## config.mk

```make
export PLATFORM = sky130hd
export DESIGN_NAME = mcsp_core_sfr
export DESIGN_NICKNAME = d
export VERILOG_FILES = /design/src/verilog/mcsp_core_pkg.sv /design/src/verilog/mcsp_core_sfr.sv /design/src/verilog/mcsp_pin_sync.sv /design/src/verilog/mcsp_xmove_seq.sv
export VERILOG_INCLUDE_DIRS = /design/src /design/src/verilog
export SDC_FILE = /design/constraint.sdc
export NUM_CORES = 1
export LEC_CHECK = 0
export ABC_AREA = 1
export BUFFER_PORTS_ARGS = -buffer_cell sky130_fd_sc_hd__buf_2
export CAP_MARGIN = 20
export CORE_AREA = 5 5 154 156
export DETAILED_ROUTE_END_ITERATION = 10
export DIE_AREA = 0 0 159 161
export PLACE_DENSITY = 0.89
export SLEW_MARGIN = 20
export SYNTH_ARGS = -nofsm -noshare
export SYNTH_HDL_FRONTEND = slang
export SYNTH_SLANG_ARGS = --single-unit
```

## constraint.sdc

```tcl
create_clock -name ref_clk_i -period 2.1 [get_ports ref_clk_i]
set_input_delay 0.21 -clock ref_clk_i [delete_from_list [all_inputs] [get_ports ref_clk_i]]
set_output_delay 0.21 -clock ref_clk_i [all_outputs]
set_load 0.01 [all_outputs]
```

## src/verilog/mcsp_core_regs.svh

```systemverilog
// Register offsets, reset values and field layouts of the core special-function block.
// Assumes the special-function address space is 8 bits wide with 8-bit data.
`ifndef MCSP_CORE_REGS_SVH
`define MCSP_CORE_REGS_SVH

// Special-function offsets.
`define MCSP_OFF_PORT0_LATCH 8'h80
`define MCSP_OFF_STACK_POINTER 8'h81
`define MCSP_OFF_PTR0_LOW 8'h82
`define MCSP_OFF_PTR0_HIGH 8'h83
`define MCSP_OFF_PTR1_LOW 8'h84
`define MCSP_OFF_PTR1_HIGH 8'h85
`define MCSP_OFF_STRETCH_CTRL 8'h8e
`define MCSP_OFF_PORT1_LATCH 8'h90
`define MCSP_OFF_PORT1_DIR 8'h91
`define MCSP_OFF_FLASH_ERASE 8'h94
`define MCSP_OFF_EEPROM_DATA 8'h9e
`define MCSP_OFF_EEPROM_CTRL 8'h9f
`define MCSP_OFF_PORT2_LATCH 8'ha0
`define MCSP_OFF_PORT2_DIR 8'ha1
`define MCSP_OFF_PORT0_DIR 8'ha2
`define MCSP_OFF_FLASH_BANK 8'hb6
`define MCSP_OFF_PAGE_ADDR 8'hb7

// Reset values.
`define MCSP_RST_STACK_POINTER 8'h07
`define MCSP_RST_PTR 8'h00
`define MCSP_RST_PC 16'h0000
`define MCSP_RST_PORT_LATCH 8'hff
`define MCSP_RST_PORT_DIR 8'h00
`define MCSP_RST_STRETCH 3'h1
`define MCSP_RST_PAGE_ADDR 7'h00
`define MCSP_RST_FLASH_BANK 3'h0
`define MCSP_RST_EEPROM 8'h00

// Field layouts.
`define MCSP_STRETCH_MSB 2
`define MCSP_STRETCH_LSB 0
`define MCSP_BANK_MSB 2
`define MCSP_PAGE_MSB 6

// Cycle counts of an external data move, in MPU clocks, relative to the stretch value.
`define MCSP_RD_EXTRA 4'h1
`define MCSP_WR_EXTRA 4'h2
`define MCSP_WR_STROBE_MIN 4'h1

`endif

```

## src/verilog/mcsp_core_pkg.sv

```systemverilog
// Types shared by the core special-function block and its helpers.
// Assumes the constants header is included where numbers are needed.
`default_nettype none

package mcsp_core_pkg;

  // One access from the instruction engine to the special-function space.
  typedef struct packed {
    logic [7:0] addr;
    logic [7:0] wdata;
    logic wr;
    logic rd;
  } mcsp_sfr_req_t;

  // Request to run one external data move cycle.
  typedef struct packed {
    logic start;
    logic wr;
    logic [15:0] addr;
    logic [7:0] wdata;
  } mcsp_xmove_req_t;

  // Sequencer of the external data move cycle.
  typedef enum logic [0:0] {
    MCSP_XM_IDLE = 1'b0,
    MCSP_XM_BUSY = 1'b1
  } mcsp_xm_state_t;

endpackage

`default_nettype wire

```

## src/verilog/mcsp_core_sfr.sv

```systemverilog
// Core special-function registers: stack pointer, data pointers, program counter,
// digital I/O ports, external move stretch, flash erase and EEPROM register entries.
// Assumes the instruction engine drives the request ports on ref_clk_i and
// that pins arrive asynchronously.
`timescale 1ns/1ns
`default_nettype none
`include "mcsp_core_regs.svh"

module mcsp_core_sfr (
  // Clock and reset.
  input wire logic ref_clk_i,
  input wire logic nrst_i,
  // Special-function access from the instruction engine.
  input wire mcsp_core_pkg::mcsp_sfr_req_t sfr_req_i,
  output logic [7:0] sfr_rdata_o,
  output logic sfr_rvalid_o,
  // Stack events.
  input wire logic stack_push_i,
  input wire logic stack_pop_i,
  output logic [7:0] stack_addr_o,
  // Program counter events.
  input wire logic opcode_fetch_i,
  input wire logic code_operand_read_i,
  input wire logic pc_load_i,
  input wire logic [15:0] pc_load_value_i,
  output logic [15:0] program_counter_o,
  // Data pointers and external data move requests.
  input wire logic data_pointer_sel_i,
  input wire logic xmove_start_i,
  input wire logic xmove_wr_i,
  input wire logic [7:0] xmove_wdata_i,
  output logic [15:0] data_pointer_zero_o,
  output logic [15:0] data_pointer_one_o,
  output logic xmove_busy_o,
  output logic xmove_done_o,
  output logic [7:0] xmove_rdata_o,
  // External memory bus.
  input wire logic [7:0] mem_rdata_i,
  output logic [15:0] mem_addr_o,
  output logic mem_addr_en_o,
  output logic mem_rd_o,
  output logic mem_wr_o,
  output logic [7:0] mem_wdata_o,
  // Digital I/O pins, three ports of eight.
  input wire logic [23:0] digital_io_pin_i,
  output logic [23:0] digital_io_pin_o,
  output logic [23:0] digital_io_pin_oe_o,
  output logic [23:0] digital_io_level_o,
  // Flash erase and bank control.
  output logic flash_erase_start_o,
  output logic [7:0] flash_erase_code_o,
  output logic flash_page_valid_o,
  output logic [6:0] flash_page_erase_address_o,
  output logic [2:0] flash_bank_select_o,
  // EEPROM interface registers.
  input wire logic [7:0] eeprom_status_i,
  output logic [7:0] eeprom_data_o,
  output logic [7:0] eeprom_control_o,
  output logic eeprom_control_wr_o
);

  // Register state.
  logic [7:0] stack_pointer_q;
  logic [7:0] ptr_low_q [2];
  logic [7:0] ptr_high_q [2];
  logic [15:0] program_counter_q;
  logic [7:0] port_latch_q [3];
  logic [7:0] port_dir_q [3];
  logic [2:0] stretch_q;
  logic [23:0] pin_level;
  logic [15:0] sel_ptr;
  mcsp_core_pkg::mcsp_xmove_req_t xreq;

  // Decodes an access to one offset; used by every register write below.
  function automatic logic hit(input logic [7:0] addr, input logic [7:0] off);
    hit = (addr == off);
  endfunction

  // Port offsets indexed by port number keep the per-port logic in one loop.
  function automatic logic [7:0] latch_off(input int p);
    case (p)
      0: latch_off = `MCSP_OFF_PORT0_LATCH;
      1: latch_off = `MCSP_OFF_PORT1_LATCH;
      default: latch_off = `MCSP_OFF_PORT2_LATCH;
    endcase
  endfunction

  function automatic logic [7:0] dir_off(input int p);
    case (p)
      0: dir_off = `MCSP_OFF_PORT0_DIR;
      1: dir_off = `MCSP_OFF_PORT1_DIR;
      default: dir_off = `MCSP_OFF_PORT2_DIR;
    endcase
  endfunction

  logic sfr_wr;
  logic sfr_rd;
  logic [7:0] sfr_addr;
  logic [7:0] sfr_wdata;
  assign sfr_wr = sfr_req_i.wr;
  assign sfr_rd = sfr_req_i.rd;
  assign sfr_addr = sfr_req_i.addr;
  assign sfr_wdata = sfr_req_i.wdata;

  // Stack pointer: a push increments first so the write lands above the old top.
  always_ff @(posedge ref_clk_i or negedge nrst_i) begin
    if (!nrst_i) begin
      stack_pointer_q <= `MCSP_RST_STACK_POINTER;
      stack_addr_o <= `MCSP_RST_STACK_POINTER;
    end else if (stack_push_i) begin
      stack_pointer_q <= stack_pointer_q + 8'h01;
      stack_addr_o <= stack_pointer_q + 8'h01;
    end else if (stack_pop_i) begin
      stack_pointer_q <= stack_pointer_q - 8'h01;
      stack_addr_o <= stack_pointer_q;
    end else if (sfr_wr && hit(sfr_addr, `MCSP_OFF_STACK_POINTER)) begin
      stack_pointer_q <= sfr_wdata;
      stack_addr_o <= sfr_wdata;
    end
  end

  // Data pointers: each byte has its own offset so firmware can load them piecewise.
  genvar d;
  generate
    for (d = 0; d < 2; d++) begin : g_ptr
      localparam logic [7:0] LO_OFF = d ? `MCSP_OFF_PTR1_LOW : `MCSP_OFF_PTR0_LOW;
      localparam logic [7:0] HI_OFF = d ? `MCSP_OFF_PTR1_HIGH : `MCSP_OFF_PTR0_HIGH;
      always_ff @(posedge ref_clk_i or negedge nrst_i) begin
        if (!nrst_i) begin
          ptr_low_q[d] <= `MCSP_RST_PTR;
          ptr_high_q[d] <= `MCSP_RST_PTR;
        end else if (sfr_wr) begin
          if (hit(sfr_addr, LO_OFF)) begin
            ptr_low_q[d] <= sfr_wdata;
          end
          if (hit(sfr_addr, HI_OFF)) begin
            ptr_high_q[d] <= sfr_wdata;
          end
        end
      end
    end
  endgenerate

  // Pointer outputs come from the byte registers directly.
  assign data_pointer_zero_o = {ptr_high_q[0], ptr_low_q[0]};
  assign data_pointer_one_o = {ptr_high_q[1], ptr_low_q[1]};
  assign sel_ptr = data_pointer_sel_i ? data_pointer_one_o : data_pointer_zero_o;

  // Program counter: a load from a branch wins over a plain advance.
  always_ff @(posedge ref_clk_i or negedge nrst_i) begin
    if (!nrst_i) begin
      program_counter_q <= `MCSP_RST_PC;
    end else if (pc_load_i) begin
      program_counter_q <= pc_load_value_i;
    end else if (opcode_fetch_i || code_operand_read_i) begin
      program_counter_q <= program_counter_q + 16'h0001;
    end
  end
  assign program_counter_o = program_counter_q;

  // Ports: latch and direction per port; input pins are left undriven.
  genvar p;
  generate
    for (p = 0; p < 3; p++) begin : g_port
      always_ff @(posedge ref_clk_i or negedge nrst_i) begin
        if (!nrst_i) begin
          port_latch_q[p] <= `MCSP_RST_PORT_LATCH;
          port_dir_q[p] <= `MCSP_RST_PORT_DIR;
        end else if (sfr_wr) begin
          if (hit(sfr_addr, latch_off(p))) begin
            port_latch_q[p] <= sfr_wdata;
          end
          if (hit(sfr_addr, dir_off(p))) begin
            port_dir_q[p] <= sfr_wdata;
          end
        end
      end
      assign digital_io_pin_o[8*p +: 8] = port_latch_q[p];
      assign digital_io_pin_oe_o[8*p +: 8] = port_dir_q[p];
    end
  endgenerate

  // Pin levels are synchronised and read back regardless of direction.
  mcsp_pin_sync #(
    .WIDTH(24)
  ) u_pin_sync (
    .ref_clk_i(ref_clk_i),
    .nrst_i(nrst_i),
    .pin_i(digital_io_pin_i),
    .level_o(pin_level)
  );
  assign digital_io_level_o = pin_level;

  // Stretch field; upper bits of the register read as zero.
  always_ff @(posedge ref_clk_i or negedge nrst_i) begin
    if (!nrst_i) begin
      stretch_q <= `MCSP_RST_STRETCH;
    end else if (sfr_wr && hit(sfr_addr, `MCSP_OFF_STRETCH_CTRL)) begin
      stretch_q <= sfr_wdata[`MCSP_STRETCH_MSB:`MCSP_STRETCH_LSB];
    end
  end

  // External data moves take their address from the selected data pointer.
  // One assignment drives the whole struct, so it has a single driver.
  assign xreq = {xmove_start_i, xmove_wr_i, sel_ptr, xmove_wdata_i};

  mcsp_xmove_seq u_xmove_seq (
    .ref_clk_i(ref_clk_i),
    .nrst_i(nrst_i),
    .req_i(xreq),
    .stretch_i(stretch_q),
    .mem_rdata_i(mem_rdata_i),
    .mem_addr_o(mem_addr_o),
    .mem_addr_en_o(mem_addr_en_o),
    .mem_rd_o(mem_rd_o),
    .mem_wr_o(mem_wr_o),
    .mem_wdata_o(mem_wdata_o),
    .busy_o(xmove_busy_o),
    .done_o(xmove_done_o),
    .rdata_o(xmove_rdata_o)
  );

  // Flash erase: a write issues a one-cycle start carrying the written code.
  // A page erase is only qualified while a fresh page address is armed.
  always_ff @(posedge ref_clk_i or negedge nrst_i) begin
    if (!nrst_i) begin
      flash_erase_start_o <= 1'b0;
      flash_erase_code_o <= 8'h00;
      flash_page_valid_o <= 1'b0;
      flash_page_erase_address_o <= `MCSP_RST_PAGE_ADDR;
      flash_bank_select_o <= `MCSP_RST_FLASH_BANK;
    end else begin
      flash_erase_start_o <= sfr_wr && hit(sfr_addr, `MCSP_OFF_FLASH_ERASE);
      if (sfr_wr && hit(sfr_addr, `MCSP_OFF_FLASH_ERASE)) begin
        flash_erase_code_o <= sfr_wdata;
      end
      if (sfr_wr && hit(sfr_addr, `MCSP_OFF_PAGE_ADDR)) begin
        flash_page_erase_address_o <= sfr_wdata[`MCSP_PAGE_MSB:0];
        flash_page_valid_o <= 1'b1;
      end else if (flash_erase_start_o) begin
        flash_page_valid_o <= 1'b0;
      end
      if (sfr_wr && hit(sfr_addr, `MCSP_OFF_FLASH_BANK)) begin
        flash_bank_select_o <= sfr_wdata[`MCSP_BANK_MSB:0];
      end
    end
  end

  // EEPROM registers; a control write is flagged so the interface can act on it.
  always_ff @(posedge ref_clk_i or negedge nrst_i) begin
    if (!nrst_i) begin
      eeprom_data_o <= `MCSP_RST_EEPROM;
      eeprom_control_o <= `MCSP_RST_EEPROM;
      eeprom_control_wr_o <= 1'b0;
    end else begin
      eeprom_control_wr_o <= sfr_wr && hit(sfr_addr, `MCSP_OFF_EEPROM_CTRL);
      if (sfr_wr && hit(sfr_addr, `MCSP_OFF_EEPROM_DATA)) begin
        eeprom_data_o <= sfr_wdata;
      end
      if (sfr_wr && hit(sfr_addr, `MCSP_OFF_EEPROM_CTRL)) begin
        eeprom_control_o <= sfr_wdata;
      end
    end
  end

  // Read mux, registered; unmapped offsets and the erase register read zero.
  logic [7:0] rd_mux;
  always_comb begin
    rd_mux = 8'h00;
    case (sfr_addr)
      `MCSP_OFF_PORT0_LATCH: rd_mux = pin_level[7:0];
      `MCSP_OFF_PORT1_LATCH: rd_mux = pin_level[15:8];
      `MCSP_OFF_PORT2_LATCH: rd_mux = pin_level[23:16];
      `MCSP_OFF_PORT0_DIR: rd_mux = port_dir_q[0];
      `MCSP_OFF_PORT1_DIR: rd_mux = port_dir_q[1];
      `MCSP_OFF_PORT2_DIR: rd_mux = port_dir_q[2];
      `MCSP_OFF_STACK_POINTER: rd_mux = stack_pointer_q;
      `MCSP_OFF_PTR0_LOW: rd_mux = ptr_low_q[0];
      `MCSP_OFF_PTR0_HIGH: rd_mux = ptr_high_q[0];
      `MCSP_OFF_PTR1_LOW: rd_mux = ptr_low_q[1];
      `MCSP_OFF_PTR1_HIGH: rd_mux = ptr_high_q[1];
      `MCSP_OFF_STRETCH_CTRL: rd_mux = {5'h00, stretch_q};
      `MCSP_OFF_EEPROM_DATA: rd_mux = eeprom_data_o;
      `MCSP_OFF_EEPROM_CTRL: rd_mux = eeprom_status_i;
      `MCSP_OFF_FLASH_BANK: rd_mux = {5'h00, flash_bank_select_o};
      `MCSP_OFF_PAGE_ADDR: rd_mux = {1'b0, flash_page_erase_address_o};
      default: rd_mux = 8'h00;
    endcase
  end

  always_ff @(posedge ref_clk_i or negedge nrst_i) begin
    if (!nrst_i) begin
      sfr_rdata_o <= 8'h00;
      sfr_rvalid_o <= 1'b0;
    end else begin
      sfr_rvalid_o <= sfr_rd;
      if (sfr_rd) begin
        sfr_rdata_o <= rd_mux;
      end
    end
  end

endmodule // mcsp_core_sfr

`default_nettype wire

```

## src/verilog/mcsp_pin_sync.sv

```systemverilog
// Two-stage synchroniser for the digital I/O pin levels.
// Assumes pins change asynchronously to ref_clk_i.
`timescale 1ns/1ns
`default_nettype none

module mcsp_pin_sync #(
  parameter int WIDTH = 24
) (
  // Clock and reset.
  input wire logic ref_clk_i,
  input wire logic nrst_i,
  // Raw pins and synchronised levels.
  input wire logic [WIDTH-1:0] pin_i,
  output logic [WIDTH-1:0] level_o
);

  logic [WIDTH-1:0] meta_q;

  // Each bit gets its own pair of flops; only the second stage is ever read.
  genvar g;
  generate
    for (g = 0; g < WIDTH; g++) begin : g_bit
      always_ff @(posedge ref_clk_i or negedge nrst_i) begin
        if (!nrst_i) begin
          meta_q[g] <= 1'b0;
          level_o[g] <= 1'b0;
        end else begin
          meta_q[g] <= pin_i[g];
          level_o[g] <= meta_q[g];
        end
      end
    end
  endgenerate

endmodule // mcsp_pin_sync

`default_nettype wire

```

## src/verilog/mcsp_xmove_seq.sv

```systemverilog
// External data move cycle sequencer: address, read strobe and write strobe widths.
// Assumes a new start is only given while idle; starts during a cycle are ignored.
`timescale 1ns/1ns
`default_nettype none
`include "mcsp_core_regs.svh"

module mcsp_xmove_seq (
  // Clock and reset.
  input wire logic ref_clk_i,
  input wire logic nrst_i,
  // Request and stretch setting.
  input wire mcsp_core_pkg::mcsp_xmove_req_t req_i,
  input wire logic [2:0] stretch_i,
  // External memory side.
  input wire logic [7:0] mem_rdata_i,
  output logic [15:0] mem_addr_o,
  output logic mem_addr_en_o,
  output logic mem_rd_o,
  output logic mem_wr_o,
  output logic [7:0] mem_wdata_o,
  // Completion.
  output logic busy_o,
  output logic done_o,
  output logic [7:0] rdata_o
);

  mcsp_core_pkg::mcsp_xm_state_t state_q;
  logic [3:0] idx_q;
  logic [3:0] total_q;
  logic [3:0] wlen_q;
  logic is_wr_q;
  logic [3:0] nxt;
  logic [3:0] stretch_w;

  assign stretch_w = {1'b0, stretch_i};
  assign nxt = idx_q + 4'h1;
  assign busy_o = (state_q == mcsp_core_pkg::MCSP_XM_BUSY);

  // The stretch value is sampled at start so a rewrite mid-cycle cannot tear a strobe.
  always_ff @(posedge ref_clk_i or negedge nrst_i) begin
    if (!nrst_i) begin
      state_q <= mcsp_core_pkg::MCSP_XM_IDLE;
      idx_q <= 4'h0;
      total_q <= 4'h0;
      wlen_q <= 4'h0;
      is_wr_q <= 1'b0;
      mem_addr_o <= 16'h0000;
      mem_addr_en_o <= 1'b0;
      mem_rd_o <= 1'b0;
      mem_wr_o <= 1'b0;
      mem_wdata_o <= 8'h00;
      done_o <= 1'b0;
      rdata_o <= 8'h00;
    end else begin
      done_o <= 1'b0;
      case (state_q)
        mcsp_core_pkg::MCSP_XM_IDLE: begin
          if (req_i.start) begin
            state_q <= mcsp_core_pkg::MCSP_XM_BUSY;
            idx_q <= 4'h0;
            is_wr_q <= req_i.wr;
            total_q <= stretch_w + (req_i.wr ? `MCSP_WR_EXTRA : `MCSP_RD_EXTRA);
            wlen_q <= (stretch_w < 4'h2) ? `MCSP_WR_STROBE_MIN : stretch_w;
            mem_addr_o <= req_i.addr;
            mem_wdata_o <= req_i.wdata;
            mem_addr_en_o <= 1'b1;
            mem_rd_o <= !req_i.wr;
          end
        end
        mcsp_core_pkg::MCSP_XM_BUSY: begin
          idx_q <= nxt;
          if (nxt == total_q) begin
            state_q <= mcsp_core_pkg::MCSP_XM_IDLE;
            mem_addr_en_o <= 1'b0;
            mem_rd_o <= 1'b0;
            mem_wr_o <= 1'b0;
            done_o <= 1'b1;
            if (!is_wr_q) begin
              rdata_o <= mem_rdata_i;
            end
          end else begin
            // The write strobe opens one cycle after the address settles.
            mem_wr_o <= is_wr_q && (nxt <= wlen_q);
          end
        end
        default: begin
          state_q <= mcsp_core_pkg::MCSP_XM_IDLE;
        end
      endcase
    end
  end

endmodule // mcsp_xmove_seq

`default_nettype wire

```

==> results of run 1 <==
==> timing repair <==
| item | CTS | global route |
|---|---|---|
| endpoints found under the hold margin | 279 | 0 |
| setup endpoints to repair | 0 | 1 |
| hold buffers | 48 | 0 |
==> flip-flops by register name, indices dropped and copies added, names as in the netlist, 16 cells and up <==
name,cells
digital_io_pin_o,24
data_pointer_one_o,16
data_pointer_zero_o,16
u_pin_sync.level_o,24
digital_io_pin_oe_o,24
u_pin_sync.meta_q,24
program_counter_o,16
u_xmove_seq.mem_addr_o,16
==> per-stage QoR <==
stage          hold slack, ns  setup WS (ns)  power [mW]  area (sq um)
2_1_floorplan         -0.0856          0.463        7.97         11500
3_3_place_gp            0.123          0.338        9.18         13400
3_5_place_dp            0.125          0.191        9.34         13400
4_1_cts               0.00826          0.172        14.8         14900
5_1_grt                0.0306        0.00899        15.5         14900
6_report               0.0155          0.158        14.8         14900
==> kinds of logic after synthesis <==
logic type,count (synthesis)
flip-flops,258
buffers and inverters,132
AO/OA/AOI/OAI,246
XOR/XNOR,11
AND/OR/NAND/NOR,665
adder cells (fa/ha/maj),10
==> placed cells by master (no fill, tap or decap), types with 5 or more instances in the layout <==
master and count:
nand2_1 372, buf_2 301, dfrtp_1 227, nand3_1 147
nor2_1 100, o21ai_1 77, o21ai_0 73, inv_1 62
a21oi_1 56, dlygate4sd3_1 48, buf_4 33, dfstp_2 31
clkbuf_16 28, o21a_1 16, nand2_2 10, inv_2 10
ha_1 9, a31oi_1 8, nor2_4 8, xor2_1 7
bufinv_16 7, nor3_1 6, nand3_2 6, nor2_2 6
o22ai_1 5, clkbuf_1 5
==> path summary, 6_finish.rpt <==
check | from | end | depth (start not counted)
min in group asynchronous | nrst_i | u_xmove_seq.mem_addr_en_o$_DFFE_PN0P_ | 2
max reg2reg | u_xmove_seq.idx_q[0]$_DFFE_PN0P_ | u_xmove_seq.rdata_o[0]$_DFFE_PN0P_ | 7
max in group asynchronous | nrst_i | digital_io_pin_o[2]$_DFFE_PN1P_ | 3
min reg2reg | u_pin_sync.meta_q[5]$_DFF_PN0_ | u_pin_sync.level_o[5]$_DFF_PN0_ | 0
max | u_xmove_seq.idx_q[0]$_DFFE_PN0P_ | u_xmove_seq.rdata_o[0]$_DFFE_PN0P_ | 7
min | pc_load_value_i[13] | program_counter_o[13]$_DFFE_PN0P_ | 3
==> synth_stat cells (all sizes together), types with 8 or more instances <==
library cell / instances / area [sq um]
nand2: 383 / 1470
dfrtp: 227 / 5680
dfstp: 31 / 815
nor2: 114 / 503
clkbuf: 26 / 97.6
ha: 9 / 113
inv: 72 / 270
nand3: 153 / 796
buf: 32 / 188
o21ai: 150 / 751
o21a: 16 / 120
a31oi: 8 / 50.1
a21oi: 56 / 280
==> routing by layer <==
| metal | vias up | wire length [microns] |
|---|---|---|
| li1 | 5091 | - |
| met1 | 5231 | 14500 |
| met2 | 633 | 18900 |
| met3 | 160 | 3580 |
| met4 | 10 | 2040 |
| met5 | - | 60 |
==> report_power, final <==
part	total (mW)	leakage [nW]	switching [mW]	internal, mW
registers	6.30	3.21	0.567	5.74
logic	3.09	3.95	1.87	1.22
clock network	5.37	0.480	2.03	3.34
total	14.8	7.64	4.47	10.3
==> worst min-delay path: stages <==
cell,delay (ns)
buf_2,0.09
o21ai_0,0.07
o22ai_1,0.13
==> final cells by class <==
class | count | area [sq um] | area share [%]
Sequential cell | 258 | 6490 | 43.7
Multi-Input combinational cell | 932 | 4440 | 29.8
Timing Repair Buffer | 385 | 2290 | 15.4
Clock buffer | 34 | 733 | 4.93
Tap cell | 285 | 357 | 2.40
Inverter | 74 | 278 | 1.87
Clock inverter | 16 | 277 | 1.86
Antenna cell | 3 | 7.51 | 0.0505
==> results.md, run 1 <==
- Max Root-Sink Buffers: 3
- DRT iter0 DRCs: 1163
- Achievable Freq: 515 MHz
- Net Count, Synth: 1424
- Area of the mapped netlist: 11500 sq um
- Most Used Layer, Global Route: met2
- CTS Root Cell: clkbuf_16
- Crit path max fanout: 8
- GRT overflow: 0
- Startpoint types: register
- Synthesized flop and latch total: 258
- Worst vdd ir: 0.676 mV
- DIE AREA: 25600 sq um
- I/O Pins: 303
- Chip height: 161 microns
- Clock Sinks: 258
- Setup violators final: 0
- CTS HTree Levels: 1
- Fin cells: 1987
- Share of layout cells above drive strength 1: 26.9%
- Drt drc: 0
- Synth Area in Adders: 1.15%
- Critical Path Most Common Cell: nand2_1
- Starting Density: 51.7%
- GR Util met3: 7.17%
- Complex-gate fraction of the synthesized area: 11.5%
- Port Buffer Count: 302
- Global-route wire length before repair: 61.5 mm
- Share of the yosys chip area belonging to registers: 56.5%
- Final Hold Viols: 0
- Slew Limit Headroom: 51.9%
- Number of detailed-route iterations in the first pass: 6
- Core area: 22200 sq um
- Grt met1 use: 36.4%
- Total of warnings raised by yosys: 0
- Worst R2R Setup Slack: 0.16 ns
- Vias: 11125
- Worst-margin pin slew: 0.720 ns
- Final critical-path required period: 1.94 ns
- Final period util: 92.5%
- Worst Setup End Kind: register
- Final Skew: 0.0272 ns
- Cells after synthesis: 1322
- Final ANT Viol Nets: 0
- FFs w/ async S/R, synth: 100%
- Fin. max-slew vios: 0
- Clk_lat worst skew: 0.55 ns
- Ys flop type: dfrtp_1
- Simple-gate share of the synthesized area: 25.1%
- DPL Wire Length: 27.2 mm
- Largest net degree at the start of global routing: 73
- LEAKAGE: 7.64 nW
- HP Class: in2reg
- Die Wd: 159 microns
- Layout area overhead: 29.4%
- Placed cell count: 1886
- Num CTS Buffers: 28
- Worst path required time: 2.54 ns
- Worst-path cell chain: ha_1 -> xnor2_1 -> nand3_1 -> nor2_1 -> nand4_1 -> nand2_1 -> nand2_1
- Core Util, Final: 66.9%
- Initial antenna violation count: 8
- Routed wire length: 39.1 mm
- Rows: 55
- DR WL/cell: 19.7 microns
- Number of global-route vias before repair: 11208
- CP Class: reg2reg
- Mux share of post-synthesis cell area: 0%
- Delay of the slowest critical-path stage: 0.46 ns
- Post-Route Setup TNS: 0 ns
- Post-Synth XOR/XNOR Area: 0.838%
- Worst path slowest cell: dfrtp_1
- PD cells: 993 nW/um^2
- GRT Util Overall: 29.6%
- Total Nets Final: 1781
- Met2 usage: 49.7%
- Max Cap Viol: 0
- Post-synth EDFFs: 0
- RSZ-0062 raised after global routing: false
- Layout fillers: 1648
- Cts repair resizes: 0
- Cell variety after synth: 40
- Post-Syn Area per Cell: 8.69 sq um
- Buf/Inv on CP: 0
- Postcts setup bufs: 0
- Main combinational cell family by area after synthesis: simple AND/OR/NAND/NOR gates
- Critical path arrival: 2.38 ns
- Placer Congestion: 1.03
- Family with the most delay on the worst path: simple AND/OR/NAND/NOR gates
- Drt via density: 5.60
- CTS tree: built
- Outcome: completed
- Clock-pin slew on the worst setup and hold paths: 0.06 ns
(Power assumes the default switching activity.)
==> run 2, diff against run 1 <==
- ABC_AREA: 1 -> 0
- CORE_AREA: 5 5 154 156 -> 2 2 151 153
- DIE_AREA: 0 0 159 161 -> 0 0 153 155
- PLACE_DENSITY: 0.89 -> default
- PLACE_DENSITY_LB_ADDON: default -> 0.2
==> run 2 against run 1 <==
Against the previous run:
- synthesized cell count is 28% lower
- critical endpoint is now stack_pointer_q[6]$_DFFE_PN0P_
- worst setup slack worse by 0.071 ns
- die area is 7.4% lower
- core utilization is 1.0 points higher
- first-iteration DRC count is 49% lower
- clock-buffer cell count is 4 higher
==> results.md, run 2 <==
- Cells after synthesis: 955 (was 1322)
- Port Buffer Count: 302 (unchanged)
- Simple-gate share of the synthesized area: 9.75% (was 25.1%)
- Worst-path cell chain: inv_1 -> ha_2 -> or4b_4 -> or3_1 -> a31oi_1 -> nor2_1 -> o31ai_1 (was ha_1 -> xnor2_1 -> nand3_1 -> nor2_1 -> nand4_1 -> nand2_1 -> nand2_1)
- Commonest non-fill, non-tap cell in the layout: buf_2 (was nand2_1)
- Most numerous cell in the Yosys netlist: dfrtp_1 (was nand2_1)
- Placer Congestion: 1.00 (was 1.03)
- Fin cells: 1641 (was 1987)
- Die Wd: 153 microns (was 159 microns)
- Ys flop type: dfrtp_1 (unchanged)
- Worst-margin pin slew: 0.851 ns (was 0.720 ns)
- DRT iter0 DRCs: 590 (was 1163)
- PD cells: 913 nW/um^2 (was 993 nW/um^2)
- Worst vdd ir: 0.678 mV (was 0.676 mV)
- GRT Util Overall: 29.1% (was 29.6%)
- Final ANT Viol Nets: 0 (unchanged)
- Max Cap Viol: 0 (unchanged)
- Drt drc: 0 (unchanged)
- Num CTS Buffers: 27 (was 28)
- CP Class: reg2reg (unchanged)
- Synth Area in Adders: 1.15% (about the same)
- Net Count, Synth: 1057 (was 1424)
- Rows: 55 (unchanged)
- I/O Pins: 303 (unchanged)
- Cell variety after synth: 76 (was 40)
- Area of the mapped netlist: 11500 sq um (about the same)
- Synth area leaders: dfrtp_1 (49%), mux2_2 (12%), dfstp_2 (7.1%) (was dfrtp_1 (49%), nand2_1 (12%), dfstp_2 (7.1%))
- CTS tree: built (unchanged)
- Drt via density: 5.74 (was 5.60)
- Post-Synth XOR/XNOR Area: 2.23% (was 0.838%)
- Max Root-Sink Buffers: 3 (unchanged)
- HP Class: in2reg (unchanged)
- Global-route wire length before repair: 54.1 mm (was 61.5 mm)
- Achievable Freq: 497 MHz (was 515 MHz)
- Number of global-route vias before repair: 9450 (was 11208)
- FFs w/ async S/R, synth: 100% (unchanged)
- Synthesized flop and latch total: 258 (unchanged)
- Placed cell count: 1529 (was 1886)
- Post-synth EDFFs: 0 (unchanged)
- Share of layout cells above drive strength 1: 42.4% (was 26.9%)
- Slew Limit Headroom: 42.9% (was 51.9%)
- Synth cell count leaders: dfrtp_1 (227), mux2_2 (125), nand2_1 (98) (was nand2_1 (372), dfrtp_1 (227), nand3_1 (147))
- Largest net degree at the start of global routing: 70 (was 73)
- CTS HTree Levels: 1 (unchanged)
- Startpoint types: register (unchanged)
- Post-Syn Area per Cell: 12.1 sq um (was 8.69 sq um)
- Mux share of post-synthesis cell area: 17.3% (was 0%)
- LEAKAGE: 7.50 nW (was 7.64 nW)
- Yosys top cell area share: 49.2% (was 49.4%)
- DR WL/cell: 21.6 microns (was 19.7 microns)
- Fin. max-slew vios: 0 (unchanged)
- Reg area: 6490 sq um (unchanged)
- Delay of the slowest critical-path stage: 0.47 ns (was 0.46 ns)
- Clock-pin slew on the worst setup and hold paths: 0.07 ns (was 0.06 ns)
- Multi-input gate area: 4720 sq um (was 4440 sq um)
- Final critical-path required period: 2.01 ns (was 1.94 ns)
- Critical path arrival: 2.45 ns (was 2.38 ns)
- CTS Root Cell: clkbuf_16 (unchanged)
- Worst path slowest cell: or4b_4 (was dfrtp_1)
- Chip height: 155 microns (was 161 microns)
- Final period util: 95.9% (was 92.5%)
- Routed wire length: 35.5 mm (was 39.1 mm)
- Synth area leader: dfrtp_1 (unchanged)
- Finished Cell Area: 15100 sq um (was 14900 sq um)
- Met2 usage: 46.7% (was 49.7%)
- Number of detailed-route iterations in the first pass: 8 (was 6)
- Total of warnings raised by yosys: 0 (unchanged)
- GR Util met3: 6.71% (was 7.17%)
- Postcts setup bufs: 0 (unchanged)
- RSZ-0062 raised after global routing: false (unchanged)
- Setup violators final: 0 (unchanged)
- Total Nets Final: 1435 (was 1781)
- Layout area overhead: 31.0% (was 29.4%)
- Main combinational cell family by area after synthesis: multiplexers (was simple AND/OR/NAND/NOR gates)
- GRT overflow: 0 (unchanged)
- Outcome: completed (unchanged)
- Starting Density: 51.9% (was 51.7%)
- Worst path required time: 2.54 ns (about the same)
- Clock Sinks: 258 (unchanged)
- Final Skew: 0.00824 ns (was 0.0272 ns)
- Clk_lat worst skew: 0.54 ns (was 0.55 ns)
- Worst Setup End Kind: register (unchanged)
- Grt met1 use: 39.2% (was 36.4%)
- Post-Route Setup TNS: 0 ns (unchanged)
- Complex-gate fraction of the synthesized area: 10.3% (was 11.5%)
- Core area: 22200 sq um (unchanged)
- Initial antenna violation count: 0 (was 8)
- Vias: 9422 (was 11125)
- Share of the yosys chip area belonging to registers: 56.3% (was 56.5%)
- Commonest cells after routing, fill and taps aside: buf_2 (301), dfrtp_1 (227), mux2_2 (125) (was nand2_1 (372), buf_2 (301), dfrtp_1 (227))
- Crit path max fanout: 6 (was 8)
- Final Hold Viols: 0 (unchanged)
- Layout fillers: 1717 (was 1648)
- Most Used Layer, Global Route: met2 (unchanged)
- DPL Wire Length: 24.7 mm (was 27.2 mm)
- DIE AREA: 23700 sq um (was 25600 sq um)
- Dpl cell area: 13600 sq um (was 13400 sq um)
run 2: changes by cell type after synthesis, sizes merged, moves of 10 or more:
cell	before	now
o21a	16	2
clkbuf	26	43
inv	72	18
a21oi	56	15
and3	0	10
nor2b	0	13
mux2i	0	38
nor2	114	33
o21ai	150	71
a22oi	2	13
nand2	383	98
buf	32	20
mux2	0	141
nand3	153	19
run 2: per-layer routing:
| metal | wire length (microns) | vias up | part of all wire, % |
|---|---|---|---|
| li1 | - | 4222 | - |
| met1 | 14700 | 4685 | 41 |
| met2 | 16700 | 425 | 47 |
| met3 | 2810 | 90 | 7.9 |
| met4 | 1310 | 0 | 3.7 |
| met5 | 0 | - | 0 |
run 2: cell type report:
class | instances | share of cell area (%)
multi-input combinational | 616 | 31.3
sequential | 258 | 43.0
timing repair buffer | 412 | 16.9
clock buffer | 38 | 5.01
antenna | 2 | 0.0331
inverter | 18 | 0.447
clock inverter | 12 | 0.944
tap | 285 | 2.36
run 2: where the power goes:
part	switching, mW	internal (mW)	total (mW)
Clock	1.98	2.88	4.86
Combinational	1.52	1.36	2.88
Sequential	0.446	5.61	6.06
run 2: final timing paths:
path                       slack, ns                                    end                      startpoint  cells past startpoint
setup / recovery                0.09         stack_pointer_q[6]$_DFFE_PN0P_  stack_pointer_q[1]$_DFFE_PN1P_                      7
hold / removal                  0.12         stack_pointer_q[5]$_DFFE_PN0P_                     stack_pop_i                      3
setup reg to reg                0.09         stack_pointer_q[6]$_DFFE_PN0P_  stack_pointer_q[1]$_DFFE_PN1P_                      7
hold reg to reg                 0.35        u_pin_sync.level_o[1]$_DFF_PN0_  u_pin_sync.meta_q[1]$_DFF_PN0_                      0
max in group asynchronous       1.10        digital_io_pin_o[8]$_DFFE_PN1P_                          nrst_i                      3
min in group asynchronous       0.24  u_xmove_seq.mem_addr_en_o$_DFFE_PN0P_                          nrst_i                      2
run 2: stage by stage:
step / power [mW] / util (%) / setup WS (ns) / hold slack, ns
3_5_place_dp: 8.90 / 61.1 / 0.0141 / 0.230
5_1_grt: 14.4 / 67.9 / 0.0185 / 0.180
4_1_cts: 13.8 / 67.9 / 0.0534 / 0.106
6_report: 13.8 / 68.0 / 0.0864 / 0.119
3_3_place_gp: 8.79 / 61.1 / 0.0836 / 0.228
2_1_floorplan: 7.69 / - / 0.0216 / -0.0856
run 2: logic make-up (layout without fill, tap and decap cells):
kind of cell	after synthesis	after routing
other cells	0	2
compound gates	177	177
flops	258	258
buf+inv	81	480
mux	179	179
xor+xnor	26	26
simple gates	224	224
fa+ha+maj	10	10
run 2: worst max-delay path: cells and delay by family (launching register included):
kind	cells	cell delay [ns]
AOI/OAI and AO/OA	2	0.38
buffers and inverters	1	0.10
and+or+nand+nor	3	0.84
DFF	1	0.40
adders and majority gates	1	0.21
run 2: what timing repair did:
| item | CTS | global route |
|---|---|---|
| gates resized for setup | 1 | 3 |
| endpoints found under the hold margin | 123 | 0 |
| pin swaps | 0 | 1 |
| hold buffers | 60 | 0 |
| endpoints found under the setup margin | 6 | 1 |
